[config.mk]
export PLATFORM = sky130hd
export DESIGN_NAME = current_input_line_fault_scaling
export DESIGN_NICKNAME = d
export VERILOG_FILES = /design/src/cur_fault_pkg.sv /design/src/current_input_line_fault_scaling.sv /design/src/loop_ratio_divider.sv
export SDC_FILE = /design/constraint.sdc
export NUM_CORES = 2
export LEC_CHECK = 0
export ABC_AREA = 1
export BUFFER_PORTS_ARGS = -buffer_cell sky130_fd_sc_hd__clkbuf_2
export CAP_MARGIN = 20
export CORE_MARGIN = 1.5
export CORE_UTILIZATION = 58
export DETAILED_ROUTE_END_ITERATION = 12
export MAX_ROUTING_LAYER = met4
export PLACE_DENSITY = 0.79
export SLEW_MARGIN = 30
export SYNTH_ARGS = -nofsm -noshare
export SYNTH_HDL_FRONTEND = slang
export SYNTH_SLANG_ARGS = --single-unit
export TNS_END_PERCENT = 1
[constraint.sdc]
create_clock -name i_ref_clk -period 12.1 [get_ports i_ref_clk]
set_clock_uncertainty 0.05 [all_clocks]
set_input_delay 0.605 -clock i_ref_clk [delete_from_list [all_inputs] [get_ports i_ref_clk]]
set_output_delay 0.605 -clock i_ref_clk [all_outputs]
set_load 0.01 [all_outputs]
[src/cur_fault_pkg.sv]
/*
  Shared types and constants for the current-input line fault and
  scaling channel. Currents are unsigned microamps, scale limits and
  the scaled value are IEEE-754 single precision words.
*/
package cur_fault_pkg;

  localparam int CUR_W = 15;
  localparam int FRAC_BITS = 16;

  typedef logic [CUR_W-1:0] cur_t;

  // Settable range and defaults, in microamps
  localparam cur_t CUR_MAX_UA = 15'h6590;
  localparam cur_t LEAD_LIM_DEF = 15'h03e8;
  localparam cur_t SHORT_LIM_DEF = 15'h5208;
  localparam cur_t ZERO_PT_DEF = 15'h0fa0;
  localparam cur_t FULL_PT_DEF = 15'h4e20;

  // Scale limit defaults: 4.0 and 20.0
  localparam logic [31:0] LOWER_SCALE_DEF = 32'h40800000;
  localparam logic [31:0] UPPER_SCALE_DEF = 32'h41a00000;

  // Cyclic status byte bit positions
  localparam int ST_VALUE_BIT = 0;
  localparam int ST_FAULT_BIT = 1;
  localparam int ST_LINE_BIT = 2;
  localparam int ST_LEAD_BIT = 4;
  localparam int ST_SHORT_BIT = 5;

  typedef struct packed {
    logic sup_en;
    cur_t lead_lim;
    cur_t short_lim;
    cur_t zero_pt;
    cur_t full_pt;
    logic [31:0] lower_scale;
    logic [31:0] upper_scale;
  } cfg_t;

  localparam cfg_t CFG_DEFAULT = '{1'b0, LEAD_LIM_DEF, SHORT_LIM_DEF,
    ZERO_PT_DEF, FULL_PT_DEF, LOWER_SCALE_DEF, UPPER_SCALE_DEF};

  typedef struct packed {
    logic [31:0] value;
    logic [7:0] status;
  } cyclic_t;

  typedef enum logic [1:0] {ST_IDLE, ST_DIVIDE, ST_SCALE, ST_PACK} scale_state_t;

endpackage

[src/current_input_line_fault_scaling.sv]
/*
  One analog current-input channel: line fault supervision against
  lead-breakage and short-circuit thresholds, parameter checking, and
  linear scaling of the loop current onto a float engineering scale.
  Assumes digitised current samples in microamps, synchronous to the
  clock, and a configuration port written by the module controller.
*/
`timescale 1ns/1ps

module current_input_line_fault_scaling
  import cur_fault_pkg::*;
(
  input wire logic i_ref_clk, // 250 MHz clock
  input wire logic i_rst, // Sync reset, high
  input wire logic i_cfg_wr, // Configuration write strobe
  input wire cfg_t i_cfg, // Configuration word
  input wire logic i_sample_valid, // New current sample
  input wire cur_t i_loop_current, // Loop current, microamps
  output logic o_sample_ready, // Scaler can take a sample
  output cfg_t o_cfg, // Configuration in force
  output logic o_param_error, // Parameter set inconsistent
  output logic o_diag_alarm, // Acyclic alarm event pulse
  output logic o_diag_fault, // Line fault state for alarm
  output cyclic_t o_cyclic, // Cyclic input data
  output logic o_value_valid // New scaled value pulse
);

  cfg_t cfg, next_cfg;
  logic lead_broken_flag, next_lead_broken_flag;
  logic shorted_loop_flag, next_shorted_loop_flag;
  logic line_fault;
  logic alarm, next_alarm;
  logic param_error, next_param_error;
  scale_state_t state, next_state;
  cur_t cur, next_cur;
  logic [31:0] frac, next_frac;
  logic signed [31:0] scaled_fix, next_scaled_fix;
  logic [31:0] value, next_value;
  logic value_seen, next_value_seen;
  logic value_valid, next_value_valid;
  logic div_start;
  logic div_done;
  logic [31:0] div_quotient;
  logic signed [31:0] dividend;
  cur_t span_cur;

  // ************************************************************
  // Float conversion helpers (Q16.16 fixed point internally)
  // ************************************************************
  function automatic logic signed [31:0] f2q(input logic [31:0] f);
    logic [7:0] e;
    logic [31:0] mag;
    e = f[30:23];
    mag = '0;
    if (e > 8'h8d)
      mag = 32'h7fffffff;
    else if (e >= 8'h86)
      mag = {8'h00, 1'b1, f[22:0]} << (e - 8'h86);
    else if (e > 8'h6e)
      mag = {8'h00, 1'b1, f[22:0]} >> (8'h86 - e);
    return f[31] ? -mag : mag;
  endfunction

  function automatic logic [31:0] q2f(input logic signed [31:0] q);
    logic [31:0] mag;
    logic [31:0] norm;
    logic [4:0] pos;
    mag = q[31] ? -q : q;
    pos = '0;
    for (int i = 0; i < 32; i++)
    begin
      if (mag[i])
        pos = 5'(i);
    end
    norm = mag << (5'h1f - pos);
    if (mag == '0)
      return '0;
    return {q[31], {3'b000, pos} + 8'h6f, norm[30:8]};
  endfunction

  // ************************************************************
  // Configuration and parameter check
  // ************************************************************
  always_comb
  begin
    next_cfg = i_cfg_wr ? i_cfg : cfg;
    next_param_error = 1'b0;
    if (cfg.lead_lim >= cfg.short_lim)
      next_param_error = 1'b1;
    if (cfg.zero_pt == '0 || cfg.zero_pt >= cfg.full_pt)
      next_param_error = 1'b1;
    if (cfg.lead_lim > CUR_MAX_UA || cfg.short_lim > CUR_MAX_UA)
      next_param_error = 1'b1;
    if (cfg.zero_pt > CUR_MAX_UA || cfg.full_pt > CUR_MAX_UA)
      next_param_error = 1'b1;
  end

  always_ff @(posedge i_ref_clk)
  begin
    if (i_rst)
    begin
      cfg <= CFG_DEFAULT;
      param_error <= 1'b0;
    end
    else
    begin
      cfg <= next_cfg;
      param_error <= next_param_error;
    end
  end

  // ************************************************************
  // Line fault supervision
  // ************************************************************
  assign line_fault = lead_broken_flag | shorted_loop_flag;

  always_comb
  begin
    next_lead_broken_flag = lead_broken_flag;
    next_shorted_loop_flag = shorted_loop_flag;
    if (i_sample_valid)
    begin
      next_lead_broken_flag = i_loop_current < cfg.lead_lim;
      next_shorted_loop_flag = i_loop_current > cfg.short_lim;
    end
    next_lead_broken_flag = next_lead_broken_flag & cfg.sup_en;
    next_shorted_loop_flag = next_shorted_loop_flag & cfg.sup_en;
    next_alarm = cfg.sup_en
      && ((next_lead_broken_flag | next_shorted_loop_flag) != line_fault);
  end

  always_ff @(posedge i_ref_clk)
  begin
    if (i_rst)
    begin
      lead_broken_flag <= 1'b0;
      shorted_loop_flag <= 1'b0;
      alarm <= 1'b0;
    end
    else
    begin
      lead_broken_flag <= next_lead_broken_flag;
      shorted_loop_flag <= next_shorted_loop_flag;
      alarm <= next_alarm;
    end
  end

  // ************************************************************
  // Scaling sequencer
  // ************************************************************
  assign span_cur = cfg.full_pt - cfg.zero_pt;
  assign dividend = {1'b0, next_cur, 16'h0000} - {1'b0, cfg.zero_pt, 16'h0000};
  assign div_start = (state == ST_IDLE) && i_sample_valid && !param_error;

  loop_ratio_divider #(
    .DIVIDEND_W(32),
    .DIVISOR_W(CUR_W)
  ) u_ratio (
    .i_ref_clk(i_ref_clk),
    .i_rst(i_rst),
    .i_start(div_start),
    .i_dividend(dividend),
    .i_divisor(span_cur),
    .o_busy(),
    .o_done(div_done),
    .o_quotient(div_quotient)
  );

  always_comb
  begin
    logic signed [31:0] lower_q;
    logic signed [31:0] span_q;
    logic signed [63:0] prod;
    lower_q = f2q(cfg.lower_scale);
    span_q = 32'(f2q(cfg.upper_scale) - lower_q);
    prod = $signed(frac) * span_q;
    next_state = state;
    next_cur = cur;
    next_frac = frac;
    next_scaled_fix = scaled_fix;
    next_value = value;
    next_value_seen = value_seen;
    next_value_valid = 1'b0;
    unique case (state)
      ST_IDLE:
      begin
        if (div_start)
        begin
          next_cur = i_loop_current;
          next_state = ST_DIVIDE;
        end
      end
      ST_DIVIDE:
      begin
        if (div_done)
        begin
          next_frac = div_quotient;
          next_state = ST_SCALE;
        end
      end
      ST_SCALE:
      begin
        next_scaled_fix = 32'(lower_q + prod[47:16]);
        next_state = ST_PACK;
      end
      ST_PACK:
      begin
        next_value = q2f(scaled_fix);
        next_value_seen = 1'b1;
        next_value_valid = 1'b1;
        next_state = ST_IDLE;
      end
    endcase
  end

  always_ff @(posedge i_ref_clk)
  begin
    if (i_rst)
    begin
      state <= ST_IDLE;
      cur <= '0;
      frac <= '0;
      scaled_fix <= '0;
      value <= '0;
      value_seen <= 1'b0;
      value_valid <= 1'b0;
    end
    else
    begin
      state <= next_state;
      cur <= next_cur;
      frac <= next_frac;
      scaled_fix <= next_scaled_fix;
      value <= next_value;
      value_seen <= next_value_seen;
      value_valid <= next_value_valid;
    end
  end

  // ************************************************************
  // Outputs
  // ************************************************************
  assign o_sample_ready = (state == ST_IDLE);
  assign o_cfg = cfg;
  assign o_param_error = param_error;
  assign o_diag_alarm = alarm;
  assign o_diag_fault = line_fault;
  assign o_value_valid = value_valid;

  always_comb
  begin
    o_cyclic.value = value;
    o_cyclic.status = 8'h00;
    o_cyclic.status[ST_VALUE_BIT] = value_seen;
    o_cyclic.status[ST_FAULT_BIT] = line_fault | param_error;
    o_cyclic.status[ST_LINE_BIT] = line_fault;
    o_cyclic.status[ST_LEAD_BIT] = lead_broken_flag;
    o_cyclic.status[ST_SHORT_BIT] = shorted_loop_flag;
  end
endmodule

[src/loop_ratio_divider.sv]
/*
  Sequential signed-by-unsigned restoring divider, one quotient bit
  per clock. Assumes a non-zero divisor; start is taken only while idle.
*/
`timescale 1ns/1ps
module loop_ratio_divider #(
  parameter int DIVIDEND_W = 32,
  parameter int DIVISOR_W = 15
) (
  input wire logic i_ref_clk, // 250 MHz clock
  input wire logic i_rst, // Sync reset, high
  input wire logic i_start, // Start pulse
  input wire logic [DIVIDEND_W-1:0] i_dividend, // Signed dividend
  input wire logic [DIVISOR_W-1:0] i_divisor, // Unsigned divisor
  output logic o_busy, // Division running
  output logic o_done, // Result valid pulse
  output logic [DIVIDEND_W-1:0] o_quotient // Signed quotient
);

  localparam int CNT_W = $clog2(DIVIDEND_W + 1);

  initial
  begin
    if (DIVIDEND_W < 2 || DIVISOR_W < 1 || DIVISOR_W >= DIVIDEND_W)
      $error("loop_ratio_divider: unsupported widths");
  end

  logic [DIVIDEND_W-1:0] quo, next_quo;
  logic [DIVISOR_W:0] rem, next_rem;
  logic [CNT_W-1:0] cnt, next_cnt;
  logic neg, next_neg;
  logic busy, next_busy;
  logic done, next_done;
  logic [DIVIDEND_W-1:0] result, next_result;

  always_comb
  begin
    logic [DIVISOR_W:0] trial;
    logic ge;
    trial = {rem[DIVISOR_W-1:0], quo[DIVIDEND_W-1]};
    ge = (trial >= {1'b0, i_divisor});
    next_quo = quo;
    next_rem = rem;
    next_cnt = cnt;
    next_neg = neg;
    next_busy = busy;
    next_done = 1'b0;
    next_result = result;
    if (!busy && i_start)
    begin
      // Work on the magnitude and restore the sign at the end
      next_neg = i_dividend[DIVIDEND_W-1];
      next_quo = i_dividend[DIVIDEND_W-1] ? -i_dividend : i_dividend;
      next_rem = '0;
      next_cnt = '0;
      next_busy = 1'b1;
    end
    else if (busy)
    begin
      next_quo = {quo[DIVIDEND_W-2:0], ge};
      next_rem = ge ? trial - {1'b0, i_divisor} : trial;
      next_cnt = cnt + 1'b1;
      if (cnt == CNT_W'(DIVIDEND_W - 1))
      begin
        next_busy = 1'b0;
        next_done = 1'b1;
        next_result = neg ? -{quo[DIVIDEND_W-2:0], ge} : {quo[DIVIDEND_W-2:0], ge};
      end
    end
  end

  always_ff @(posedge i_ref_clk)
  begin
    if (i_rst)
    begin
      quo <= '0;
      rem <= '0;
      cnt <= '0;
      neg <= 1'b0;
      busy <= 1'b0;
      done <= 1'b0;
      result <= '0;
    end
    else
    begin
      quo <= next_quo;
      rem <= next_rem;
      cnt <= next_cnt;
      neg <= next_neg;
      busy <= next_busy;
      done <= next_done;
      result <= next_result;
    end
  end

  assign o_busy = busy;
  assign o_done = done;
  assign o_quotient = result;

endmodule

======== Word level (Yosys, flattened, before mapping) ========
Index checks and enable logic that the tools add are counted.
storage, ports and cells
  bits in registers ....................... 332
  logic and storage cells ................. 161
  output and inout bits ................... 170
  input bits .............................. 144
cells by class
  shift-type cells ........................ 5
  muxes and demuxes ....................... 66
  $lt $le $gt $ge ......................... 15
  add/sub/neg operators ................... 17
  reductions and logical operators ........ 18
  equality and inequality tests ........... 7
  $mul .................................... 1
  bitwise operators ....................... 7
operators by type and width
  operator              count
  $mux 32               15
  $neg 32->32           5
  $mux 5                31
  $shl 24x8->32         2
  $shr 24x8->32         2
  $gt 15x15->1 const B  4
  $mul 32x32->48        1
  $mux 15               3
  $add 32x32->32        1
  $logic_not 32->1      1
  $shl 32x5->31         1
  $sub 31x31->32        1
  $sub 32x32->32        1
  $ge 15x15->1          2
  $sub 15x15->15        2
  $ge 16x15->1          1
  $ge 8x8->1 const B    2
  $gt 8x7->1 const B    2
  $gt 8x8->1 const B    2
  $sub 8x8->8 const A   2
  $sub 8x8->8 const B   2
  $gt 15x15->1          1
  $logic_not 15->1      1
  $lt 15x15->1          1
  other kinds (23)      50

======== Longest topological paths before layout ========
  depth after elaboration ................. 37
  depth in mapped cells ................... 95
  depth with buffers taken out ............ 93

======== Modules after synthesis ========
A second synthesis with hierarchy kept.
second synthesis, totals
  cell total of the unflattened synthesis .. 8324
  area, all modules ....................... 58628.7 um2
modules (own cells, without submodules)
  module                            cells each  times used  area each (um2)  sequential area each (um2)
  current_input_line_fault_scaling  7397        1           52719.3          4884.7
  loop_ratio_divider                927         1           5909.4           1761.7

======== Least setup slack after synthesis ========
No wires, ideal clock.
  path type ............................... reg-to-reg
  from .................................... register cfg (netlist bit o_cfg[56])
  to ...................................... register scaled_fix[29]
  library setup time ...................... 0.115 ns
  cell stages (with the launch flop) ...... 76
  clock period less this slack ............ 13.280 ns
  arrival time ............................ 13.114 ns
  path buffers ............................ 5
  slack ................................... -1.180 ns
  data required time ...................... 11.935 ns
  path through ............................ dfxtp_1 -> buf_2 -> inv_1 -> clkbuf_1 -> buf_2 -> ha_1 -> inv_1 -> buf_1 -> nand3_1 -> nand3_1 -> nand2_1 -> nand2_1 -> o21ai_1 -> o21ai_0 -> nand2_1 -> inv_1 -> ha_1 -> inv_1 -> (+40 left out) -> ha_1 -> nand2_1 -> o31ai_1 -> a21oi_1 -> nor2_1 -> nor2_1 -> o21bai_1 -> a21oi_1 -> o221ai_1 -> nand3_1 -> nand3_1 -> o21ai_0 -> o21ai_0 -> inv_1 -> o31ai_1 -> xor2_1 -> o21ai_0 -> inv_1
between the ends
  longest elaborated chain between the ends .. 10
  elaborated cells on any way between the ends .. 15
  classes of those cells .................. 5 x add/sub; 1 x mul; 3 x order compare; 2 x shift; 4 x mux
ends and longest elaborated chain
  item                    RTL line                                 text
  from (decl)             current_input_line_fault_scaling.sv:28   cfg_t cfg, next_cfg;
  from (signal assigned)  current_input_line_fault_scaling.sv:107  cfg <= next_cfg;
  $sub 8x8->8             current_input_line_fault_scaling.sv:60   mag = {8'h00, 1'b1, f[22:0]} >> (8'h86 - e);
  $shr 24x8->32           current_input_line_fault_scaling.sv:60
  $mux 32                 current_input_line_fault_scaling.sv:59   else if (e > 8'h6e)
  $mux 32                 current_input_line_fault_scaling.sv:57   else if (e >= 8'h86)
  $mux 32 (*)             current_input_line_fault_scaling.sv:55   if (e > 8'h8d)
  $neg 32->32             current_input_line_fault_scaling.sv:61   return f[31] ? -mag : mag;
  $mux 32 (*)             current_input_line_fault_scaling.sv:61
  $sub 32x32->32          current_input_line_fault_scaling.sv:175  span_q = 32'(f2q(cfg.upper_scale) - lower_q);
  $mul 32x32->48          current_input_line_fault_scaling.sv:176  prod = $signed(frac) * span_q;
  $add 32x32->32 (*)      current_input_line_fault_scaling.sv:203  next_scaled_fix = 32'(lower_q + prod[47:16]);
  to (signal assigned)    current_input_line_fault_scaling.sv:233  scaled_fix <= next_scaled_fix;
  to (decl)               current_input_line_fault_scaling.sv:37   logic signed [31:0] scaled_fix, next_scaled_fix;
Every way passes the cells marked *; elsewhere a longest branch is shown, timed or not.
A chain may end at the register's enable or synchronous reset.

======== Final worst setup path ========
  from .................................... register cfg (netlist bit o_cfg[56])
  to ...................................... register scaled_fix[28]
The elaborated chain is that of the path after synthesis.

==> key figures <==
Layout
  – Layout cells sized above 1: 20.7%
  – Final Cell Area: 71000 um^2
  – Area Growth Syn to Fin: 22.8%
  – NumNets Final: 10.7k
  – Most frequent cells in the layout: nand2_1, inv_1, buf_4
  – Most common cell after layout, fill and taps aside: nand2_1

Power
  – P_sw: 6.51 mW
  – Sw Share: 54.3%
  – Clock power frac: 10.8%
  – Flop pwr share: 11.3%
  – Peak VDD IR: 0.000277 V
  – Logic pwr share: 77.9%
  – Leakage: 36.2 nW
  – Power density cells: 169 nW/um^2
  – Pint: 5.49 mW

Placed design
  – I/O Buffers: 310
  – Dpl cell area: 68000 um^2
  – RePlAce Congestion: 1.09
  – HPWL after detailed placement: 171000 um

Routing
  – Initial drt markers: 5818
  – Drt drc: 0
  – Vias: 60.9k
  – Final wirelength: 212000 um
  – DR vias/cell: 5.71
  – Routed Antenna Nets: 0
  – Wire per inst: 19.8 um
  – First-pass DRT Iterations: 9

Clocking
  – Clock-pin transition on the worst setup and hold timing paths: 60 ps
  – Clk sinks: 332
  – CTS tree: done
  – Inserted Clock Buffers: 41
  – Clock buffer depth: 3
  – Clk root buf: clkbuf_16
  – # H-tree levels: 2
  – Skew-Pair Late Insertion Delay: 630 ps
  – Hold_buf cts: 0

STA
  – Final period util: 112%
  – Worst Max-Slew Pin Slew: 1070 ps
  – Period minus WS final: 13540 ps
  – WHS: 140 ps
  – Final slew viol count: 0
  – Unrepaired setup endpoints after global routing: yes
  – Final hold vios: 0
  – Fmax: 73.9 MHz
  – Fin worst setup slack: -1440 ps
  – Final-report setup violation count: 20
  – Max transition margin: 28.7%

Worst setup path
  – Kind of end point of the critical path: flip-flop
  – Worst Setup EP: scaled_fix[28]
  – Reg2reg path depth: 81
  – Most used cell along the critical path: nand2_1
  – CP required: 12550 ps
  – R2R Setup Slk: -1440 ps
  – Startpoint Class: flip-flop
  – R2R Path Start: o_cfg[56]
  – Crit. Startpoint: o_cfg[56]
  – Crit-path max cell delay: 540 ps
  – Crit path max fanout: 8
  – Critical path's slowest cell: fa_1
  – CP Data Arrival Time: 13990 ps
  – R2r endpoint: scaled_fix[28]
  – Worst Setup Path Type: flip-flop to flip-flop

Logic synthesis
  – Top cell type's share of synthesized area: 29.2%
  – Synth area leader: fa_1
  – Async S/R FF share, synth: 0%
  – Synth Instances: 8225
  – Synth warn: 0
  – Mapped Area: 57900 um^2
  – Post-synth EDFFs: 0
  – Sequential fraction of the synthesis area: 11.5%
  – Synth cell types: 70
  – Area contributors post-synth: fa_1, nand2_1, dfxtp_1, inv_1, ha_1
  – Seq cells post-synth: 332
  – Post-synth top flop: dfxtp_1
  – Synth Area per Inst: 7.04 um^2

Global route
  – First-pass GRT wire length: 328000 um
  – Total track usage: 42.4%
  – Vias in the first global route: 61.4k
  – Largest net degree at the start of global routing: 106
  – Antenna violations before repair: 6
  – GRT overflow: 0

Die
  – Full die area: 102000 um^2
  – Core Region: 98600 um^2
  – Std-Cell Rows: 115
  – Chip width: 319 um
  – Initial Utilization: 58.7%
  – # IOs: 314
  – Die Y-Extent: 319 um

Run
  – Max-cap viol count: 0

Min path
  – Worst hold path class: input port to flip-flop

Outcome
  – Status: finished with violations
  – Violated checks: setup timing
-- area by class of cell --
cell class / count / area (um^2)
Tap cell: 1287 / 1610
Clock inverter: 27 / 313
Fill cell: 7937 / 27500
Timing Repair Buffer: 1475 / 10700
Antenna cell: 6 / 15.0
Timing Repair inverter: 1 / 6.26
Clock buffer: 47 / 1100
Sequential cell: 332 / 6670
Multi-Input combinational cell: 6038 / 45100
Inverter: 1458 / 5530
-- cell families after synthesis --
| kind of cell | synth area share, % |
|---|---|
| AND/OR/NAND/NOR | 25.7 |
| buffers and inverters | 12.4 |
| adder cells (fa/ha/maj) | 36.5 |
| AO/OA/AOI/OAI | 10.1 |
| flip-flops | 11.5 |
| XOR/XNOR | 3.78 |
| other | 0.00648 |
| multiplexers | 0.0173 |
-- critical path, delay by kind of cell (launching register included) --
family,cells,cell delay [ps]
adder cells (fa/ha/maj),13,4750
AO/OA/AOI/OAI,26,3950
AND/OR/NAND/NOR,25,2530
buffers and inverters,14,1210
XOR/XNOR,3,580
flip-flops,1,360
-- synthesized netlist by cell type, types with 11 or more instances --
| master | instances |
|---|---|
| nor3_1 | 54 |
| dfxtp_1 | 332 |
| clkinv_1 | 22 |
| o21ai_1 | 32 |
| xor2_1 | 175 |
| clkbuf_1 | 293 |
| ha_1 | 337 |
| nand4_1 | 98 |
| o211ai_1 | 18 |
| a21oi_1 | 453 |
| buf_2 | 49 |
| xnor2_1 | 67 |
| nor2_2 | 18 |
| inv_1 | 1412 |
| o21ai_0 | 435 |
| fa_1 | 843 |
| nand3b_1 | 16 |
| nand2_1 | 1865 |
| nor2_1 | 673 |
| buf_1 | 32 |
| buf_4 | 15 |
| or2_2 | 50 |
| o21bai_1 | 18 |
| inv_2 | 22 |
| nand2_2 | 27 |
| nand3_1 | 675 |
| o31ai_1 | 17 |
| a31oi_1 | 34 |
| buf_6 | 11 |
| a211oi_1 | 11 |
-- flip-flops by register name, summed over array words and instances, names as in the netlist --
signal              cells
u_ratio.cnt             6
lead_broken_flag        1
frac                   32
shorted_loop_flag       1
o_diag_alarm            1
cur                    15
u_ratio.neg             1
u_ratio.o_quotient     32
u_ratio.o_done          1
u_ratio.rem            15
u_ratio.quo            32
value                  32
state                   2
o_value_valid           1
value_seen              1
u_ratio.o_busy          1
scaled_fix             32
o_cfg                 125
o_param_error           1
-- metrics by stage --
step                std cells  TNS [ps]  util (%)  total power [mW]  setup slack, ps
finish                  10700    -19510      72.1              12.0            -1440
global route            10700    -29720      72.1              12.8            -1920
CTS                     10600     -9860      71.4              11.6             -879
detailed placement      10500    -14870      69.0              10.1            -1350
global placement        10500    -10270      69.0              10.0            -1080
floorplan                8227     -61.2         -              6.49            -41.8
-- layer usage --
metal  GRT usage [%]  wire length [um]
met4            22.8             14400
met3            11.3             24200
met5               -                 0
met1            50.4             78900
met2            65.8             94300
-- power groups by stage --
stage / Sequential [mW] / Clock [mW] / Combinational (mW)
after floorplan: 1.38 / 0 / 5.11
after global placement: 1.37 / 0 / 8.63
after detailed placement: 1.37 / 0 / 8.74
after CTS: 1.35 / 1.31 / 8.94
after global routing: 1.37 / 1.35 / 10.1
final: 1.35 / 1.30 / 9.36
-- what timing repair did --
item / in CTS / in global routing
cloned: 5 / 1
gates resized for setup: 152 / 122
buffers inserted: 39 / 24
setup endpoints to repair: 18 / 25
pin swaps: 83 / 92
-- how the worst min path moves through the flow --
stage               depth (start not counted)          to  startpoint  slack, ps
CTS                                         3   o_cfg[75]   i_cfg[75]        120
finish                                      3   o_cfg[75]   i_cfg[75]        140
floorplan                                   2  value_seen  value_seen        390
global route                                3   o_cfg[72]   i_cfg[72]        150
global placement                            2    frac[31]    frac[31]        390
detailed placement                          2   value[18]   value[18]        410
No activity file was read; power rests on OpenSTA's default activity.
